$ cat src/dpw_pkg.sv
package dpw_pkg;

   // Wiper code width and frame geometry
   localparam int WIPER_W       = 10;
   localparam int RDATA_W       = 9;
   localparam int CNT_W         = 5;
   localparam int ADDR_CMD_BITS = 6;
   localparam int ERR_BIT_POS   = 6;
   localparam int CMD_BITS      = 8;
   localparam int FRAME16_BITS  = 16;

   // Memory addresses carried in the command byte
   localparam logic [3:0] ADDR_WIPER0 = 4'h0;
   localparam logic [3:0] ADDR_WIPER1 = 4'h1;
   localparam logic [3:0] ADDR_TERMINAL_CONTROL_REG   = 4'h4;

   // Terminal control register field positions, per network stride
   localparam int TC_B      = 0;
   localparam int TC_W      = 1;
   localparam int TC_A      = 2;
   localparam int TC_HW     = 3;
   localparam int TC_STRIDE = 4;
   localparam logic [7:0] TERMINAL_CONTROL_REG_RESET = 8'h77;
   localparam logic       TERMINAL_CONTROL_REG_RD_D8 = 1'b1;

   // Command encodings of the two command bits
   typedef enum logic [1:0] {
      DPW_CMD_WRITE = 2'h0,
      DPW_CMD_INC   = 2'h1,
      DPW_CMD_DEC   = 2'h2,
      DPW_CMD_READ  = 2'h3
   } dpw_cmd_t;

   typedef logic [WIPER_W-1:0] dpw_wiper_t;

   // Terminal switch state of one network
   typedef struct packed {
      logic a_conn;
      logic w_conn;
      logic b_conn;
      logic w_to_b;
   } dpw_term_t;

   // Pin group passing through the synchroniser
   typedef struct packed {
      logic cs_n;
      logic sck;
      logic sdi;
      logic sio;
      logic shutdown_pin_n_n;
   } dpw_pins_t;

   // Idle pin levels used as synchroniser reset value
   localparam dpw_pins_t PINS_IDLE = 5'h1B;

   // Whole state of the core
   typedef struct packed {
      logic                     mode11;
      logic                     cs_act;
      logic                     sck_prev;
      logic [CNT_W-1:0]         cnt;
      logic [WIPER_W-1:0]       sh;
      logic [3:0]               addr;
      dpw_cmd_t                 cmd;
      logic                     cmd_err;
      logic                     is_read;
      logic [RDATA_W-1:0]       rdata;
      logic                     sdo;
      logic                     sio_drv;
      logic                     sio_oe;
      dpw_wiper_t [1:0]         wiper;
      logic [7:0]               terminal_control_reg;
      dpw_wiper_t [1:0]         pos;
      dpw_term_t [1:0]          term;
   } dpw_state_t;

endpackage : dpw_pkg

$ cat src/dpw_sync3.sv
`timescale 1ns/100ps
module dpw_sync3 #(
   parameter int             W       = 1,
   parameter logic [W-1:0]   RST_VAL = '0
) (
   // Clock and reset
   input  wire logic         i_ref_clk,
   input  wire logic         i_reset,
   // Asynchronous input and filtered result
   input  wire logic [W-1:0] i_async,
   output logic [W-1:0]      o_stable
);

   typedef struct packed {
      logic [W-1:0] s1;
      logic [W-1:0] s2;
      logic [W-1:0] s3;
      logic [W-1:0] hold;
   } dpw_sync_st_t;

   dpw_sync_st_t st_q;
   dpw_sync_st_t st_d;

   // Three stages; a bit changes once stages two and three agree
   always_comb begin
      st_d      = st_q;
      st_d.s1   = i_async;
      st_d.s2   = st_q.s1;
      st_d.s3   = st_q.s2;
      st_d.hold = (st_q.s2 & st_q.s3) | (st_q.hold & (st_q.s2 ^ st_q.s3));
   end

   // State register
   always_ff @(posedge i_ref_clk) begin
      if (i_reset) begin
         st_q <= {4{RST_VAL}};
      end else begin
         st_q <= st_d;
      end
   end

   assign o_stable = st_q.hold;

endmodule : dpw_sync3

$ cat src/dpw_wiper_step.sv
`timescale 1ns/100ps
module dpw_wiper_step #(
   parameter int RES_BITS = 8
) (
   // Stored value and step requests
   input  wire dpw_pkg::dpw_wiper_t i_value,
   input  wire logic                i_inc,
   input  wire logic                i_dec,
   // Next stored value and effective tap
   output dpw_pkg::dpw_wiper_t      o_next,
   output dpw_pkg::dpw_wiper_t      o_pos
);
   import dpw_pkg::*;

   localparam dpw_wiper_t FULL_C = dpw_wiper_t'(1 << RES_BITS);
   localparam dpw_wiper_t ONE_C  = 10'h001;

   // Step with ignore cases and full-scale clamp
   always_comb begin
      o_next = i_value;
      if (i_inc && (i_value < FULL_C)) begin // RULE24 RULE26 RULE1
         o_next = i_value + ONE_C;
      end else if (i_dec && (i_value != '0) && (i_value <= FULL_C)) begin // RULE24 RULE26 RULE1
         o_next = i_value - ONE_C;
      end
      o_pos = (i_value > FULL_C) ? FULL_C : i_value; // RULE1
   end

endmodule : dpw_wiper_step

$ cat src/dpw_digipot_core.sv
`timescale 1ns/100ps
// Contract
// RULE1 - Codes above full scale act as full scale; steps ignored there.
// RULE2 - Power-on or brown-out loads each wiper with mid-scale code.
// RULE3 - Shutdown pin low opens both A terminals, ties each wiper to B.
// RULE4 - Serial interface keeps executing commands during pin shutdown.
// RULE5 - Pin shutdown leaves wiper and terminal control contents intact.
// RULE6 - Pin release restores wiper positions and terminal control bits.
// RULE7 - A network's forced-off bit gives that network the pin shutdown state.
// RULE8 - While forced off, the connect bits are ignored but kept.
// RULE9 - Forced-off bits act per network; the pin acts on both together.
// RULE10 - Device is SPI slave only; the host supplies the serial clock.
// RULE11 - Only modes 0,0 and 1,1; clock level at select chooses mode.
// RULE12 - Serial input is latched on each rising clock edge.
// RULE13 - Serial output changes on each falling clock edge.
// RULE14 - Output driven from select; value set by position, command, error.
// RULE15 - Transfers are framed by select and are 8 or 16 bits long.
// RULE16 - Shared pin drives only the error bit and read data bits.
// RULE17 - Shared pin starts driving on the falling edge in the low command bit.
// RULE18 - Shared pin output is open drain with smart pull-up while outputting.
// RULE19 - Shared pin stays output for a read, otherwise returns to input.
// RULE20 - Host keeps clock at 10 MHz, shared-pin reads at 250 kHz.
// RULE21 - Host should release its data line while device drives shared pin.
// RULE22 - A connect bit of 1 connects its terminal, 0 disconnects it.
// RULE23 - Select inactive resets the serial logic and ignores serial lines.
// RULE24 - Step up adds one, step down subtracts one, wipers only.
// RULE25 - Network shutdown is pin asserted OR its forced-off bit.
// RULE26 - Step up at or above full, or down at zero, is ignored.
module dpw_digipot_core #(
   parameter int RES_BITS   = 8,
   parameter bit SINGLE_PIN = 1'b0
) (
   // Clock and reset
   input  wire logic                   i_ref_clk,
   input  wire logic                   i_reset,
   // Serial pins
   input  wire logic                   i_cs_n,
   input  wire logic                   i_sck,
   input  wire logic                   i_sdi,
   output logic                        o_sdo,
   output logic                        o_sdo_oe,
   // Shared data pin
   input  wire logic                   i_shared_data_i,
   output logic                        o_shared_data_o,
   output logic                        o_shared_data_oe,
   output logic                        o_smart_pullup_en,
   // Shutdown pin
   input  wire logic                   i_shutdown_pin_n,
   // Network state
   output dpw_pkg::dpw_wiper_t [1:0]   o_wiper_pos,
   output dpw_pkg::dpw_term_t [1:0]    o_term,
   output logic [7:0]                  o_terminal_control_reg,
   output logic                        o_spi_mode11
);
   import dpw_pkg::*;

   localparam dpw_wiper_t FULL_C = dpw_wiper_t'(1 << RES_BITS);
   localparam dpw_wiper_t MID_C  = FULL_C >> 1;

   dpw_state_t          st_q;
   dpw_state_t          st_d;
   dpw_pins_t           pins_raw;
   dpw_pins_t           pins;
   logic                sck_rise;
   logic                sck_fall;
   logic                serial_on;
   logic                bit_in;
   logic [WIPER_W-1:0]  sh_n;
   logic [3:0]          addr_n;
   dpw_cmd_t            cmd_n;
   logic                err_n;
   logic                is_step;
   logic                step_end;
   logic                frame_end;
   logic                wr_v;
   logic [1:0]          inc_v;
   logic [1:0]          dec_v;
   dpw_wiper_t [1:0]    next_w;
   dpw_wiper_t [1:0]    pos_w;
   logic                sdo_v;
   logic [3:0]          rd_idx;
   logic [1:0]          net_off;

   // Pin capture into the clock domain
   assign pins_raw = {i_cs_n, i_sck, i_sdi, i_shared_data_i, i_shutdown_pin_n};

   dpw_sync3 #(
      .W       ($bits(dpw_pins_t)),
      .RST_VAL (PINS_IDLE)
   ) u_pin_sync (
      .i_ref_clk (i_ref_clk),
      .i_reset   (i_reset),
      .i_async   (pins_raw),
      .o_stable  (pins)
   );

   // Clock edges of the host clock, sampled only
   assign serial_on = st_q.cs_act & ~pins.cs_n; // RULE23
   assign sck_rise  = serial_on & pins.sck & ~st_q.sck_prev; // RULE10 RULE12
   assign sck_fall  = serial_on & ~pins.sck & st_q.sck_prev; // RULE13

   // Incoming bit and command fields
   assign bit_in = SINGLE_PIN ? pins.sio : pins.sdi;
   assign sh_n   = {st_q.sh[WIPER_W-2:0], bit_in};
   assign addr_n = sh_n[5:2];
   assign cmd_n  = dpw_cmd_t'(sh_n[1:0]);

   // Unmapped address or step on terminal control is an error
   always_comb begin
      err_n = 1'b1;
      if ((addr_n == ADDR_WIPER0) || (addr_n == ADDR_WIPER1)) begin
         err_n = 1'b0;
      end else if (addr_n == ADDR_TERMINAL_CONTROL_REG) begin
         err_n = (cmd_n == DPW_CMD_INC) || (cmd_n == DPW_CMD_DEC); // RULE24
      end
   end

   // Frame boundaries depend on the command
   assign is_step   = (st_q.cmd == DPW_CMD_INC) || (st_q.cmd == DPW_CMD_DEC);
   assign step_end  = sck_rise && is_step && (st_q.cnt == 5'(CMD_BITS - 1)); // RULE15
   assign frame_end = sck_rise && !is_step && (st_q.cnt == 5'(FRAME16_BITS - 1)); // RULE15
   assign wr_v      = frame_end && (st_q.cmd == DPW_CMD_WRITE) && !st_q.cmd_err;

   // Step requests per wiper, executed regardless of shutdown
   genvar gi;
   generate
      for (gi = 0; gi < 2; gi++) begin : g_pot
         assign inc_v[gi] = step_end && !st_q.cmd_err && (st_q.cmd == DPW_CMD_INC)
                            && (st_q.addr == 4'(gi)); // RULE4 RULE24
         assign dec_v[gi] = step_end && !st_q.cmd_err && (st_q.cmd == DPW_CMD_DEC)
                            && (st_q.addr == 4'(gi)); // RULE4 RULE24
         assign net_off[gi] = ~pins.shutdown_pin_n_n | st_q.terminal_control_reg[gi*TC_STRIDE + TC_HW]; // RULE25 RULE9

         dpw_wiper_step #(
            .RES_BITS (RES_BITS)
         ) u_step (
            .i_value (st_q.wiper[gi]),
            .i_inc   (inc_v[gi]),
            .i_dec   (dec_v[gi]),
            .o_next  (next_w[gi]),
            .o_pos   (pos_w[gi])
         );
      end
   endgenerate

   // Output bit for the position about to be shifted out
   assign rd_idx = 4'hF - st_q.cnt[3:0];

   always_comb begin
      if (st_q.cnt < 5'(ERR_BIT_POS)) begin
         sdo_v = 1'b1; // RULE14
      end else if (st_q.cnt == 5'(ERR_BIT_POS)) begin
         sdo_v = ~st_q.cmd_err; // RULE14
      end else if (st_q.is_read && !st_q.cmd_err && (st_q.cnt < 5'(FRAME16_BITS))) begin
         sdo_v = st_q.rdata[rd_idx]; // RULE14
      end else begin
         sdo_v = 1'b1;
      end
   end

   // Next state
   always_comb begin
      st_d          = st_q;
      st_d.sck_prev = pins.sck;
      if (pins.cs_n) begin
         // Idle select clears the serial side except the captured mode and read data
         st_d.cs_act  = 1'b0; // RULE23
         st_d.cnt     = '0; // RULE23
         st_d.sh      = '0; // RULE23
         st_d.addr    = '0; // RULE23
         st_d.cmd     = DPW_CMD_WRITE;
         st_d.cmd_err = 1'b0;
         st_d.is_read = 1'b0;
         st_d.sdo     = 1'b1;
         st_d.sio_drv = 1'b0;
      end else if (!st_q.cs_act) begin
         // Select edge picks the mode and starts driving the separate output (not in the single-pin build)
         st_d.cs_act = 1'b1;
         st_d.mode11 = pins.sck; // RULE11
         st_d.cnt    = '0;
         st_d.sdo    = 1'b1; // RULE14
      end else begin
         if (sck_rise) begin
            st_d.sh  = sh_n; // RULE12
            st_d.cnt = st_q.cnt + 5'h01;
            if (st_q.cnt == 5'(ADDR_CMD_BITS - 1)) begin
               st_d.addr    = addr_n;
               st_d.cmd     = cmd_n;
               st_d.cmd_err = st_q.cmd_err | err_n;
               st_d.is_read = (cmd_n == DPW_CMD_READ);
               unique case (addr_n)
                  ADDR_WIPER0: st_d.rdata = st_q.wiper[0][RDATA_W-1:0];
                  ADDR_WIPER1: st_d.rdata = st_q.wiper[1][RDATA_W-1:0];
                  default:     st_d.rdata = {TERMINAL_CONTROL_REG_RD_D8, st_q.terminal_control_reg};
               endcase
            end
            if (step_end || frame_end) begin
               st_d.cnt     = '0; // RULE15
               st_d.is_read = 1'b0;
            end
         end
         if (sck_fall) begin
            st_d.sdo     = sdo_v; // RULE13
            st_d.sio_drv = (st_q.cnt == 5'(ERR_BIT_POS)) // RULE16 RULE17
                           || ((st_q.cnt > 5'(ERR_BIT_POS)) && st_q.is_read
                               && !st_q.cmd_err); // RULE19
         end
      end
      // Open drain: pull low only, pull-up follows output phase
      st_d.sio_drv = st_d.sio_drv & SINGLE_PIN;
      st_d.sio_oe  = st_d.sio_drv & ~st_d.sdo; // RULE18
      // Wiper registers: steps then writes; shutdown never touches them
      for (int i = 0; i < 2; i++) begin
         st_d.wiper[i] = next_w[i]; // RULE5
         if (wr_v && (st_q.addr == 4'(i))) begin
            st_d.wiper[i] = sh_n; // RULE4
         end
         st_d.pos[i] = pos_w[i]; // RULE1 RULE6
         if (net_off[i]) begin
            // Shutdown: A open, wiper tied to B
            st_d.term[i].a_conn = 1'b0; // RULE3 RULE7
            st_d.term[i].w_conn = 1'b1; // RULE3 RULE7
            st_d.term[i].b_conn = 1'b1; // RULE3 RULE7
            st_d.term[i].w_to_b = 1'b1; // RULE3 RULE7 RULE8
         end else begin
            // Connect bits govern the switches again
            st_d.term[i].a_conn = st_q.terminal_control_reg[i*TC_STRIDE + TC_A]; // RULE22 RULE6 RULE8
            st_d.term[i].w_conn = st_q.terminal_control_reg[i*TC_STRIDE + TC_W]; // RULE22 RULE6 RULE8
            st_d.term[i].b_conn = st_q.terminal_control_reg[i*TC_STRIDE + TC_B]; // RULE22 RULE6 RULE8
            st_d.term[i].w_to_b = 1'b0;
         end
      end
      if (wr_v && (st_q.addr == ADDR_TERMINAL_CONTROL_REG)) begin
         st_d.terminal_control_reg = sh_n[7:0]; // RULE4 RULE5
      end
   end

   // State register; reset stands for power-on or brown-out
   always_ff @(posedge i_ref_clk) begin
      if (i_reset) begin
         st_q          <= '0;
         st_q.wiper[0] <= MID_C; // RULE2
         st_q.wiper[1] <= MID_C; // RULE2
         st_q.pos[0]   <= MID_C;
         st_q.pos[1]   <= MID_C;
         st_q.terminal_control_reg     <= TERMINAL_CONTROL_REG_RESET;
         st_q.sdo      <= 1'b1;
      end else begin
         st_q <= st_d;
      end
   end

   // Outputs straight from state
   assign o_sdo                  = st_q.sdo;
   assign o_sdo_oe               = st_q.cs_act & ~SINGLE_PIN;
   assign o_shared_data_o        = 1'b0;
   assign o_shared_data_oe       = st_q.sio_oe;
   assign o_smart_pullup_en      = st_q.sio_drv;
   assign o_wiper_pos            = st_q.pos;
   assign o_term                 = st_q.term;
   assign o_terminal_control_reg = st_q.terminal_control_reg;
   assign o_spi_mode11           = st_q.mode11;

   // Checks
   a_reset_mid_scale: assert property (@(posedge i_ref_clk) // RULE2
      i_reset |=> (st_q.wiper[0] == MID_C) && (st_q.wiper[1] == MID_C))
      else $error("wiper not mid-scale after reset");

   a_pin_shutdown_both: assert property (@(posedge i_ref_clk) disable iff (i_reset) // RULE3
      !pins.shutdown_pin_n_n |=> !o_term[0].a_conn && o_term[0].w_to_b
                       && !o_term[1].a_conn && o_term[1].w_to_b)
      else $error("pin shutdown did not reach both networks");

   a_forced_off_net: assert property (@(posedge i_ref_clk) disable iff (i_reset) // RULE7
      st_q.terminal_control_reg[TC_STRIDE + TC_HW] |=> o_term[1].w_to_b && !o_term[1].a_conn)
      else $error("forced-off bit did not shut network one");

   a_terminal_control_reg_governs: assert property (@(posedge i_ref_clk) disable iff (i_reset) // RULE8
      (pins.shutdown_pin_n_n && !st_q.terminal_control_reg[TC_HW])
      |=> (o_term[0].a_conn == $past(st_q.terminal_control_reg[TC_A]))
          && (o_term[0].b_conn == $past(st_q.terminal_control_reg[TC_B])) && !o_term[0].w_to_b)
      else $error("connect bits not applied outside shutdown");

   a_idle_cs_reset: assert property (@(posedge i_ref_clk) disable iff (i_reset) // RULE23
      pins.cs_n |=> (st_q.cnt == '0) && !st_q.cs_act && !o_smart_pullup_en)
      else $error("serial logic not reset while select idle");

   a_mode_capture: assert property (@(posedge i_ref_clk) disable iff (i_reset) // RULE11
      (pins.cs_n ##1 !pins.cs_n) |=> (o_spi_mode11 == $past(pins.sck)))
      else $error("mode not taken from clock at select");

   a_sdo_fall_only: assert property (@(posedge i_ref_clk) disable iff (i_reset) // RULE13
      (serial_on && !sck_fall) |=> $stable(o_sdo))
      else $error("serial output changed without falling edge");

   a_inc_ignored_full: assert property (@(posedge i_ref_clk) disable iff (i_reset) // RULE26
      (inc_v[0] && (st_q.wiper[0] >= FULL_C)) |=> $stable(st_q.wiper[0]))
      else $error("step up at full scale changed wiper");

   a_pos_clamped: assert property (@(posedge i_ref_clk) disable iff (i_reset) // RULE1
      (o_wiper_pos[0] <= FULL_C) && (o_wiper_pos[1] <= FULL_C))
      else $error("wiper position beyond full scale");

   a_pullup_when_out: assert property (@(posedge i_ref_clk) disable iff (i_reset) // RULE18
      o_shared_data_oe |-> o_smart_pullup_en && !o_shared_data_o && !st_q.sdo)
      else $error("shared pin drive without pull-up phase");

endmodule : dpw_digipot_core

$ cat config.mk
export PLATFORM = sky130hd
export DESIGN_NAME = dpw_digipot_core
export DESIGN_NICKNAME = d
export VERILOG_FILES = /design/src/dpw_pkg.sv /design/src/dpw_sync3.sv /design/src/dpw_wiper_step.sv /design/src/dpw_digipot_core.sv
export SDC_FILE = /design/constraint.sdc
export NUM_CORES = 1
export LEC_CHECK = 0
export BUFFER_PORTS_ARGS = -buffer_cell sky130_fd_sc_hd__buf_4
export CAP_MARGIN = 10
export CORE_MARGIN = 8
export CORE_UTILIZATION = 45
export CTS_BUF_LIST = sky130_fd_sc_hd__clkbuf_4 sky130_fd_sc_hd__clkbuf_8
export DETAILED_ROUTE_END_ITERATION = 10
export SETUP_SLACK_MARGIN = 0.2
export SLEW_MARGIN = 40
export SYNTH_ARGS = -nofsm -noshare
export SYNTH_HDL_FRONTEND = slang
export SYNTH_SLANG_ARGS = --single-unit
$ cat constraint.sdc
create_clock -name i_ref_clk -period 3.6 [get_ports i_ref_clk]
set_input_delay 0.54 -clock i_ref_clk [delete_from_list [all_inputs] [get_ports i_ref_clk]]
set_output_delay 0.54 -clock i_ref_clk [all_outputs]
set_load 0.01 [all_outputs]
Word level (Yosys, flattened, before mapping)
Cells that the tools add are included.

word-level totals
  logic and storage cells = 148
  flip-flop bits (word level) = 114
  output and inout port bits = 42
  input port bits = 7

operators by class
  reduce and logical (&&, ||, !) cells = 49
  $add $sub $neg = 6
  multiplexer cells = 21
  magnitude comparators = 9
  equal/unequal tests = 13
  bitwise gates (word level) = 18

operator list
  kind                     number
  $mux W10                 6
  $logic_and A1 B1 Y1      24
  $add A10 B1 Y10 const B  2
  $gt A10 B9 Y1 const B    2
  $le A10 B9 Y1 const B    2
  $lt A10 B9 Y1 const B    2
  $reduce_bool A10 Y1      2
  $sub A10 B1 Y10 const B  2
  $mux W9                  2
  $pmux W9 S2              1
  $mux W17                 1
  $eq A5 B3 Y1 const B     3
  $and A5 B5 Y5            2
  $reduce_or A2 Y1         5
  $eq A4 B1 Y1 const B     2
  $eq A4 B3 Y1 const B     2
  $logic_not A4 Y1         2
  $mux W1                  7
  $eq A2 B2 Y1 const B     3
  $mux W3                  2
  $not A1 Y1               6
  $reduce_and A3 Y1        2
  $reduce_bool A3 Y1       2
  $add A5 B1 Y5 const B    1
  19 further kinds         31

Depth between registers and ports, before layout
Gate-level depths: netlist of the first run.

  depth after elaboration = 14
  depth in mapped cells = 12
  mapped depth without buffers = 11

By module
From an unflattened synthesis of the first run, not the netlist that was laid out.

unflattened totals
  cells, all modules = 646
  area, all modules = 5581.6 um2

modules (own cells, without submodules)
  module            area each (um2)  instances  cells each
  dpw_digipot_core  4016.4           1          457
  dpw_wiper_step    455.4            2          68
  dpw_sync3         654.4            1          53

Worst setup path after synthesis of the first run
OpenSTA, ideal clock, no wires.

  kind = flip-flop to flip-flop
  start point = register st_q[87] (netlist name)
  end point = register st_q[45] (netlist name)
  cell stages (with the launch flop) = 12
  required time = 3526 ps
  arrival = 3220 ps
  path slack = 306 ps
  clock period less this slack = 3294 ps
  cells stage by stage = dfxtp_1 > ha_1 > and4bb_4 > nand4b_1 > or3_1 > buf_2 > ha_1 > and3_1 > a2111oi_2 > a211oi_1 > or4_1 > a31oi_1

on the way
  longest elaborated chain between the ends = 8
  elaborated cells between the ends (all ways) = 18
  those cells by class = eq/ne (2); mux (2); reduce/logical (14)

ends and longest elaborated chain
  element                                          RTL line                                          source
  from (decl)                                      dpw_digipot_core.sv:60                            dpw_state_t st_q;
  from (signal assigned)                           dpw_digipot_core.sv:249                           st_q <= st_d;
  $eq A5 B3 Y1                                     dpw_digipot_core.sv:120                           assign step_end = sck_rise && is_step && (st_q.cnt == 5'(CMD_BITS - 1));
  $logic_and A1 B1 Y1                              dpw_digipot_core.sv:120
  $logic_and A1 B1 Y1                              dpw_digipot_core.sv:128, dpw_digipot_core.sv:130
  $logic_and A1 B1 Y1 (on tied branches)           dpw_digipot_core.sv:128, dpw_digipot_core.sv:130
  $logic_and A1 B1 Y1 (on tied branches)           dpw_digipot_core.sv:129, dpw_digipot_core.sv:131
  $logic_and A1 B1 Y1 (on tied branches)           dpw_wiper_step.sv:21, dpw_wiper_step.sv:23
  $mux W10 or $logic_and A1 B1 Y1 (tied branches)  dpw_wiper_step.sv:21, dpw_wiper_step.sv:23
  $mux W10 or $reduce_bool A3 Y1 (tied branches)   n/a

Several ways; a longest one is shown, not always the timed one.
A chain may end at the register's enable or synchronous reset.

Worst setup path in the final report of the first run
Same ends and word-level chain as after synthesis.

==> metrics.csv, run 1 <==
metric;value;unit
status;finished, final reports clean;
Clock Skews;13.2;ps
flops & latches, synth;107;
max cap viols;0;
Internal Power;1.49;mW
I/O Pins;49;
top-area cell type share of the netlist area;38.5;%
FF-to-FF path depth;10;
crit-path leading delay family;simple AND/OR/NAND/NOR gates;
post-synthesis cell area;5560;um2
Core Area;12100;um2
share of layout cells above drive strength 1;17.7;%
Buf/Inv on CP;0;
Rows;40;
Die Height;127;um
Initial Utilization;46.1;%
PortBufs;44;
Async SR Flop Fraction;0;%
Fin Setup TNS;0;ps
Fin. Hold Viols;0;
Min-Delay Path Class;in2reg;
TritonRoute pass-1 iters;5;
clk sinks;107;
setup violators final;0;
CP Capture Type;flop;
yosys warns;0;
number of CTS-inserted buffers;9;
CTS Hold Bufs;0;
Max-Slew Margin vs Limit;42.5;%
Clock Path Buffers;2;
die area;16200;um2
vias post-DR;4376;
CTS tree;built;
Layout Nets;659;
PwrDens;329;nW/um2
worst-path fanout max;10;
CTS H-tree depth;3;
Pins Over Slew Limit;0;
Post-Layout Cell Count;796;
P_sw;495;uW
GRT overflow;0;
Routed Antenna Nets;0;
WP data required;3920;ps
Critical Path Start Type;flop;
crit-path cells;ha_1, and4bb_4, nand4b_1, or3_4, ha_1, and3_1, a2111oi_4, a211oi_1, or4_1, a31oi_1;
vias in the first global route;4194;
most used cell along the critical path;ha_1;
Final period util;89.8;%
top cells by count, synth;107 x dfxtp_1, 54 x nor2_1, 45 x a21oi_1;
Regs by FF count;st_q x43, o_wiper_pos x20;
Slew @ Worst Pin;861;ps
antenna violations before repair;0;
unrepaired setup endpoints after global routing;no;
top post-synthesis cells by area;dfxtp_1 38%, ha_1 6.1%, buf_4 5.3%, mux2i_1 4.9%, a21oi_1 4.0%;
worst vdd ir;0.175;mV
slowest stage delay, CP;470;ps
part of the power in registers;60.5;%
crit path time final;3230;ps
Post-CTS Setup Bufs;0;
syn avg cell area;8.99;um2
final WL;13400;um
P&R area growth vs syn;8.61;%
clock share of power;36.4;%
leading register cell type out of synthesis;dfxtp_1;
Levels on crit path;10;
top-count cell post-synth;dfxtp_1;
FMAX;310;MHz
number of diodes;0;
Crit-path slowest cell;or4_1;
DRC viols;0;
Cells after DPL;780;
Top reg by flops;st_q;
sw frac;24.9;%
max reg flops;43;
Post-Syn Instances;619;
GRT Overall Usage;16.8;%
Worst-Skew Late Latency;390;ps
DRT iter0 DRCs;349;
Worst EP arrival;3550;ps
CTS root buffer;clkbuf_8;
combinational power share;3.1;%
Die Wd;127;um
sequential area share after synthesis;38.5;%
WL/cell;16.8;um
Reg clk slew, reported paths;110;ps
Yosys top cell by area;dfxtp_1;
vias per cell;5.50;
worst hold stages;2;
Distinct cells, synth;73;
Post-DP HPWL;9720;um
Leak Pwr;2.39;nW
Placer Congestion;0.858;
pin count of the biggest net entering global routing;51;
Crit Path Class;reg2reg;
Post-synth EDFFs;0;
first-pass GRT wire length;21700;um
## path summary, 6_finish.rpt
kind                            start                   to  slack, ps
setup reg to reg             st_q[87]             st_q[45]        370
hold / removal                  i_sck  u_pin_sync.st_d[13]        320
hold reg to reg   u_pin_sync.st_d[14]   u_pin_sync.st_d[9]        420
setup / recovery             st_q[87]             st_q[45]        370
## layout make-up
| type | count | area (um2) |
|---|---|---|
| tap | 168 | 210 |
| timing repair buffer | 58 | 435 |
| clock inverter | 7 | 68.8 |
| clock buffer | 9 | 124 |
| fill | 1151 | 6020 |
| multi-input combinational | 429 | 2990 |
| inverter | 18 | 67.6 |
| sequential | 107 | 2140 |
## metal layers
| metal | up-vias | wire length (um) | global-route usage (%) |
|---|---|---|---|
| li1 | 2180 | - | - |
| met5 | - | 0 | 0 |
| met2 | 124 | 5940 | 26.2 |
| met1 | 2053 | 6370 | 22.1 |
| met4 | 0 | 295 | 7.28 |
| met3 | 19 | 782 | 3.33 |
## power groups by stage
stage                     Sequential (mW)  Clock [mW]  Combinational, mW
after detailed placement             1.23           0             0.0610
after global routing                 1.21       0.801             0.0679
after global placement               1.23           0             0.0604
after CTS                            1.20       0.757             0.0613
final                                1.20       0.724             0.0607
after floorplan                      1.23           0             0.0483
## repair_timing
item                       in CTS  in global routing
gates resized for setup         2                 10
setup endpoints to repair       2                  3
pin swaps                       0                  2
## stage by stage
stage	util, %	cell area (um2)	hold WS (ps)	total power, mW	setup slack, ps
after floorplan	-	5580	389	1.28	306
after global placement	48.1	5800	391	1.29	215
after detailed placement	48.1	5800	395	1.29	169
after CTS	49.8	6000	304	2.02	255
after global routing	50.1	6040	317	2.07	208
final	50.1	6040	323	1.99	369
## cell usage in the layout (no fill, tap or decap), types with 12 or more instances in the layout
cell type / Yosys / final
a211oi_1: 14 / 13
inv_1: 14 / 14
buf_4: 39 / 58
and2_1: 12 / 12
ha_1: 27 / 27
a21oi_1: 45 / 45
nand2_1: 39 / 39
dfxtp_1: 107 / 106
nor2b_1: 13 / 13
nor2_1: 54 / 54
nor3_1: 21 / 21
mux2i_1: 27 / 27
or2_2: 13 / 13
## cell families after synthesis
kind of cell,count (synthesis),synth area share (%)
AOI/OAI and AO/OA,125,15.4
xor gates and xnor gates,12,1.89
adders and majority gates,29,6.79
buffers and inverters,87,8.86
DFF,107,38.5
muxes,29,5.67
other,1,0.0674
and+or+nand+nor,229,22.8
No activity file was read; power rests on OpenSTA's default activity.
==> run 2: changes to the inputs <==
--- a/config.mk
+++ b/config.mk
@@ -8,7 +8,7 @@
 export BUFFER_PORTS_ARGS = -buffer_cell sky130_fd_sc_hd__buf_4
 export CAP_MARGIN = 10
 export CORE_MARGIN = 8
-export CORE_UTILIZATION = 45
+export CORE_UTILIZATION = 40
 export CTS_BUF_LIST = sky130_fd_sc_hd__clkbuf_4 sky130_fd_sc_hd__clkbuf_8
 export DETAILED_ROUTE_END_ITERATION = 10
 export SETUP_SLACK_MARGIN = 0.2
==> run 2 against run 1 <==
Against the previous run:
- cell count up 2.0%
- register-to-register slack got worse by 50 ps
- first-iteration DRC count fell by 9.5%
- global-route usage fell by 1.5 points
- flip-flop and latch count unchanged
- die area is 11% higher
- hold slack gained 0.91 ps
- power is 0.34% lower
- critical path type unchanged
- largest cell class unchanged
==> metrics.csv, run 2 (synthesis results as in run 1) <==
metric;value;unit
Critical Path Start Type;flop;
setup violators final;0;
crit path time final;3280;ps
met3 Use GR;4.34;%
first-pass GRT wire length;21700;um
FMAX;305;MHz
most common cell after layout, fill and taps aside;dfxtp_1;
clock share of power;36.1;%
Initial Utilization;40.6;%
Fin. Hold Viols;0;
Clock Skews;12.7;ps
CTS H-tree depth;3;
unrepaired setup endpoints after global routing;no;
FF-to-FF path depth;11;
clk sinks;107;
commonest cells after routing, fill and taps aside;105 x dfxtp_1, 62 x buf_4, 54 x nor2_1;
vias in the first global route;4176;
GR Util met1;18.7;%
Layout Nets;663;
vias post-DR;4495;
worst-path fanout max;5;
WP data required;3920;ps
Rows;43;
Fill cells;1359;
WHS;324;ps
GRT Overall Usage;15.3;%
die area;17900;um2
CP Capture Type;flop;
vias per cell;5.54;
Worst-Skew Late Latency;400;ps
worst hold stages;2;
Top reg by flops;st_q;
PortBufs;44;
Post-Layout Cell Count;812;
Internal Power;1.49;mW
sw frac;24.8;%
GRT overflow;0;
max cap viols;0;
final WL;13800;um
Cells after DPL;793;
worst vdd ir;0.248;mV
Routed Antenna Nets;0;
Slew @ Worst Pin;690;ps
Leak Pwr;2.40;nW
P_sw;491;uW
Core Area;13700;um2
antenna violations before repair;0;
Worst EP arrival;3600;ps
CTS root buffer;clkbuf_8;
Clock Path Buffers;2;
CTS tree;built;
Min-Delay Path Class;in2reg;
Crit Path Class;reg2reg;
busiest grt layer;met2;
I/O Pins;49;
DRT iter0 DRCs;316;
number of diodes;0;
Max-Slew Margin vs Limit;54.0;%
Layout Utilization;44.2;%
part of the power in registers;60.7;%
pin count of the biggest net entering global routing;42;
share of layout cells above drive strength 1;18.0;%
status;finished, final reports clean;
WL/cell;17.0;um
Final period util;91.2;%
Placer Congestion;0.860;
TritonRoute pass-1 iters;4;
max reg flops;43;
Reg clk slew, reported paths;110;ps
met2 Usage GRT;24.0;%
Die Wd;134;um
combinational power share;3.1;%
number of CTS-inserted buffers;9;
DRC viols;0;
Fin Setup TNS;0;ps
PwrDens;326;nW/um2
Regs by FF count;st_q x43, o_wiper_pos x20;
P&R area growth vs syn;9.11;%
Post-DP HPWL;9980;um
Pins Over Slew Limit;0;
Die Height;134;um
[run 2: through the flow]
step	setup WS, ps	power [mW]	area [um2]
finish	317	1.98	6070
global route	162	2.06	6070
global placement	186	1.29	5820
floorplan	306	1.28	5580
CTS	251	2.01	6020
detailed placement	188	1.29	5820
[run 2: cell type report]
type / count / area, um2 / area share [%]
well taps: 180 / 225 / 3.71
repair buffers: 62 / 465 / 7.67
clock buffers: 9 / 124 / 2.04
multi-input cells: 429 / 2980 / 49.1
inverters: 18 / 67.6 / 1.11
flip-flops and latches: 107 / 2140 / 35.3
clock inverters: 7 / 61.3 / 1.01
[run 2: layer usage]
layer	vias to the layer above	wire, um	share of wire (%)
li1	2187	-	-
met1	2155	6200	45
met2	127	6260	45
met3	26	892	6.5
met4	0	430	3.1
met5	-	0	0
[run 2: critical path, cell delays in order (launching register included)]
cell and delay (ps):
dfxtp_2 360, ha_1 190, and4bb_4 250, nand4b_1 160
or3_4 460, buf_4 170, ha_1 350, o21ai_0 130
o21ai_1 130, a41o_1 260, or4_1 480, a311oi_1 250
[run 2: worst paths after layout]
kind	startpoint	endpoint	slack [ps]
setup reg to reg	st_q[87]	st_q[55]	320
hold reg to reg	u_pin_sync.st_d[13]	u_pin_sync.st_d[8]	420
hold / removal	i_sck	u_pin_sync.st_d[13]	320
setup / recovery	st_q[87]	st_q[55]	320
[run 2: timing repair]
action                                  in CTS  in global routing
cloned                                       0                  0
pin swaps                                    0                  2
endpoints found under the setup margin       2                  2
hold buffers                                 0                  0
buffers inserted                             0                  3
gates resized for setup                      2                  7
[run 2: power by group through the flow]
stage | Combinational, mW | Sequential (mW) | Clock [mW]
2_1_floorplan | 0.0483 | 1.23 | 0
3_3_place_gp | 0.0613 | 1.23 | 0
4_1_cts | 0.0628 | 1.20 | 0.743
3_5_place_dp | 0.0627 | 1.23 | 0
6_report | 0.0620 | 1.20 | 0.716
5_1_grt | 0.0686 | 1.21 | 0.789
==> run 3: changes to the inputs <==
--- a/config.mk
+++ b/config.mk
@@ -7,10 +7,12 @@
 export LEC_CHECK = 0
 export BUFFER_PORTS_ARGS = -buffer_cell sky130_fd_sc_hd__buf_4
 export CAP_MARGIN = 10
+export CORE_ASPECT_RATIO = 0.7
 export CORE_MARGIN = 8
-export CORE_UTILIZATION = 40
+export CORE_UTILIZATION = 48
 export CTS_BUF_LIST = sky130_fd_sc_hd__clkbuf_4 sky130_fd_sc_hd__clkbuf_8
 export DETAILED_ROUTE_END_ITERATION = 10
+export PLACE_DENSITY = 0.66
 export SETUP_SLACK_MARGIN = 0.2
 export SLEW_MARGIN = 40
 export SYNTH_ARGS = -nofsm -noshare
==> run 3 against run 2 <==
Against the previous run:
- first-iteration DRC count rose by 28%
- routed wire length fell by 0.44%
- flip-flop and latch count did not move
- via count rose by 1.3%
- register-to-register slack improved by 60 ps
- largest cell class unchanged
- power rose by 4.6%
==> metrics.csv, run 3 (synthesis results as in run 1) <==
metric;value;unit
Crit Path Class;reg2reg;
WL met3;1280;um
number of diodes;0;
max cap viols;0;
worst vdd ir;0.193;mV
Rows;33;
highest routed layer;met4;
DRC viols;0;
share of layout cells above drive strength 1;17.5;%
crit-path cells;ha_1, and4bb_4, nand4b_1, or3_4, ha_1, a211oi_2, o21ai_1, a41o_1, or4_1, a311oi_1;
pin count of the biggest net entering global routing;69;
unrepaired setup endpoints after global routing;yes;
GRT Overall Usage;18.0;%
Die Height;106;um
sw frac;24.1;%
DRT iter0 DRCs;406;
Placement Cell Area;5790;um2
Leak Pwr;2.41;nW
Core Area;11500;um2
antenna violations before repair;0;
P_sw;500;uW
WL/cell;17.5;um
r2r setup slk;380;ps
clk sinks;107;
TritonRoute pass-1 iters;5;
max reg flops;43;
Min-Delay Path Class;in2reg;
most used cell along the critical path;ha_1;
PortBufs;44;
combinational power share;3.0;%
vias in the first global route;4055;
Post-DP HPWL;10200;um
Worst-Skew Late Latency;390;ps
WL met2;5910;um
Placer Congestion;0.854;
Worst EP arrival;3520;ps
Max-Slew Margin vs Limit;52.9;%
setup violators final;0;
GRT overflow;0;
final WL;13700;um
met1 WL;6330;um
vias per cell;5.79;
Clock Skews;15.1;ps
Die Wd;145;um
crit-path leading delay family;simple AND/OR/NAND/NOR gates;
Final Cell Area;6050;um2
Pins Over Slew Limit;0;
Fin Setup TNS;0;ps
part of the power in registers;58.1;%
most common cell after layout, fill and taps aside;dfxtp_1;
Buf/Inv on CP;0;
status;finished, final reports clean;
WHS;321;ps
Crit-path slowest cell;or3_4;
Critical Path Start Type;flop;
commonest cells after routing, fill and taps aside;106 x dfxtp_1, 59 x buf_4, 54 x nor2_1;
first-pass GRT wire length;21600;um
CTS tree;built;
Final period util;89.5;%
PwrDens;342;nW/um2
CTS Hold Bufs;0;
WP data required;3900;ps
die area;15300;um2
CTS root buffer;clkbuf_8;
Top reg by flops;st_q;
slowest stage delay, CP;460;ps
Slew @ Worst Pin;707;ps
clock share of power;38.9;%
P&R area growth vs syn;8.75;%
Regs by FF count;st_q x43, o_wiper_pos x20;
Setup WS post-layout;378;ps
Initial Utilization;48.3;%
Layout Utilization;52.5;%
I/O Pins;49;
Routed Antenna Nets;0;
Fin. Hold Viols;0;
FMAX;310;MHz
Setup WS pre-CTS;236;ps
vias post-DR;4553;
Reg clk slew, reported paths;120;ps
CTS H-tree depth;3;
Clock Path Buffers;2;
crit path time final;3220;ps
Internal Power;1.57;mW
worst-path fanout max;6;
CP Capture Type;flop;
number of CTS-inserted buffers;9;
Layout Nets;660;
[run 3: per-stage QoR]
stage / std cells / power (mW)
after global routing: 786 / 2.15
after global placement: 770 / 1.29
final: 786 / 2.07
after CTS: 786 / 2.10
after floorplan: 623 / 1.28
after detailed placement: 770 / 1.29
[run 3: worst paths after layout]
kind,cells past startpoint,startpoint,endpoint
min,2,i_shutdown_pin_n,u_pin_sync.st_d[10]
max,10,st_q[87],st_q[55]
max reg2reg,10,st_q[87],st_q[55]
min reg2reg,1,u_pin_sync.st_d[13],u_pin_sync.st_d[8]
[run 3: worst register-to-register path: cells and delay by family, from the launching register on]
family / cells / cell delay, ps
flip-flops: 1 / 360
AO/OA/AOI/OAI: 4 / 910
adder cells (fa/ha/maj): 2 / 540
AND/OR/NAND/NOR: 4 / 1340
[run 3: area by class of cell]
class                           instances  area [um2]
Sequential cell                       107        2140
Timing Repair Buffer                   59         443
Clock buffer                            9         124
Multi-Input combinational cell        429        2970
Fill cell                            1032        5470
Clock inverter                          7         103
Tap cell                              157         196
Inverter                               18        67.6
[run 3: routing by layer]
metal / GRT usage, % / up-vias
met1: 25.3 / 2187
met3: 5.73 / 19
met2: 26.1 / 162
li1: - / 2185
met5: 0 / -
met4: 4.07 / 0
[run 3: power groups by stage]
stage	logic (mW)	registers [mW]	clock network, mW
after floorplan	0.0483	1.23	0
after global placement	0.0609	1.23	0
after detailed placement	0.0625	1.23	0
after CTS	0.0625	1.20	0.830
after global routing	0.0680	1.21	0.877
final	0.0626	1.20	0.805
[run 3: what timing repair did]
| action | 4_1_cts | 5_1_grt |
|---|---|---|
| gates cloned | 0 | 0 |
| buffers inserted | 0 | 0 |
| setup endpoints to repair | 1 | 2 |
| resized for setup | 1 | 6 |
| pin swaps | 0 | 0 |
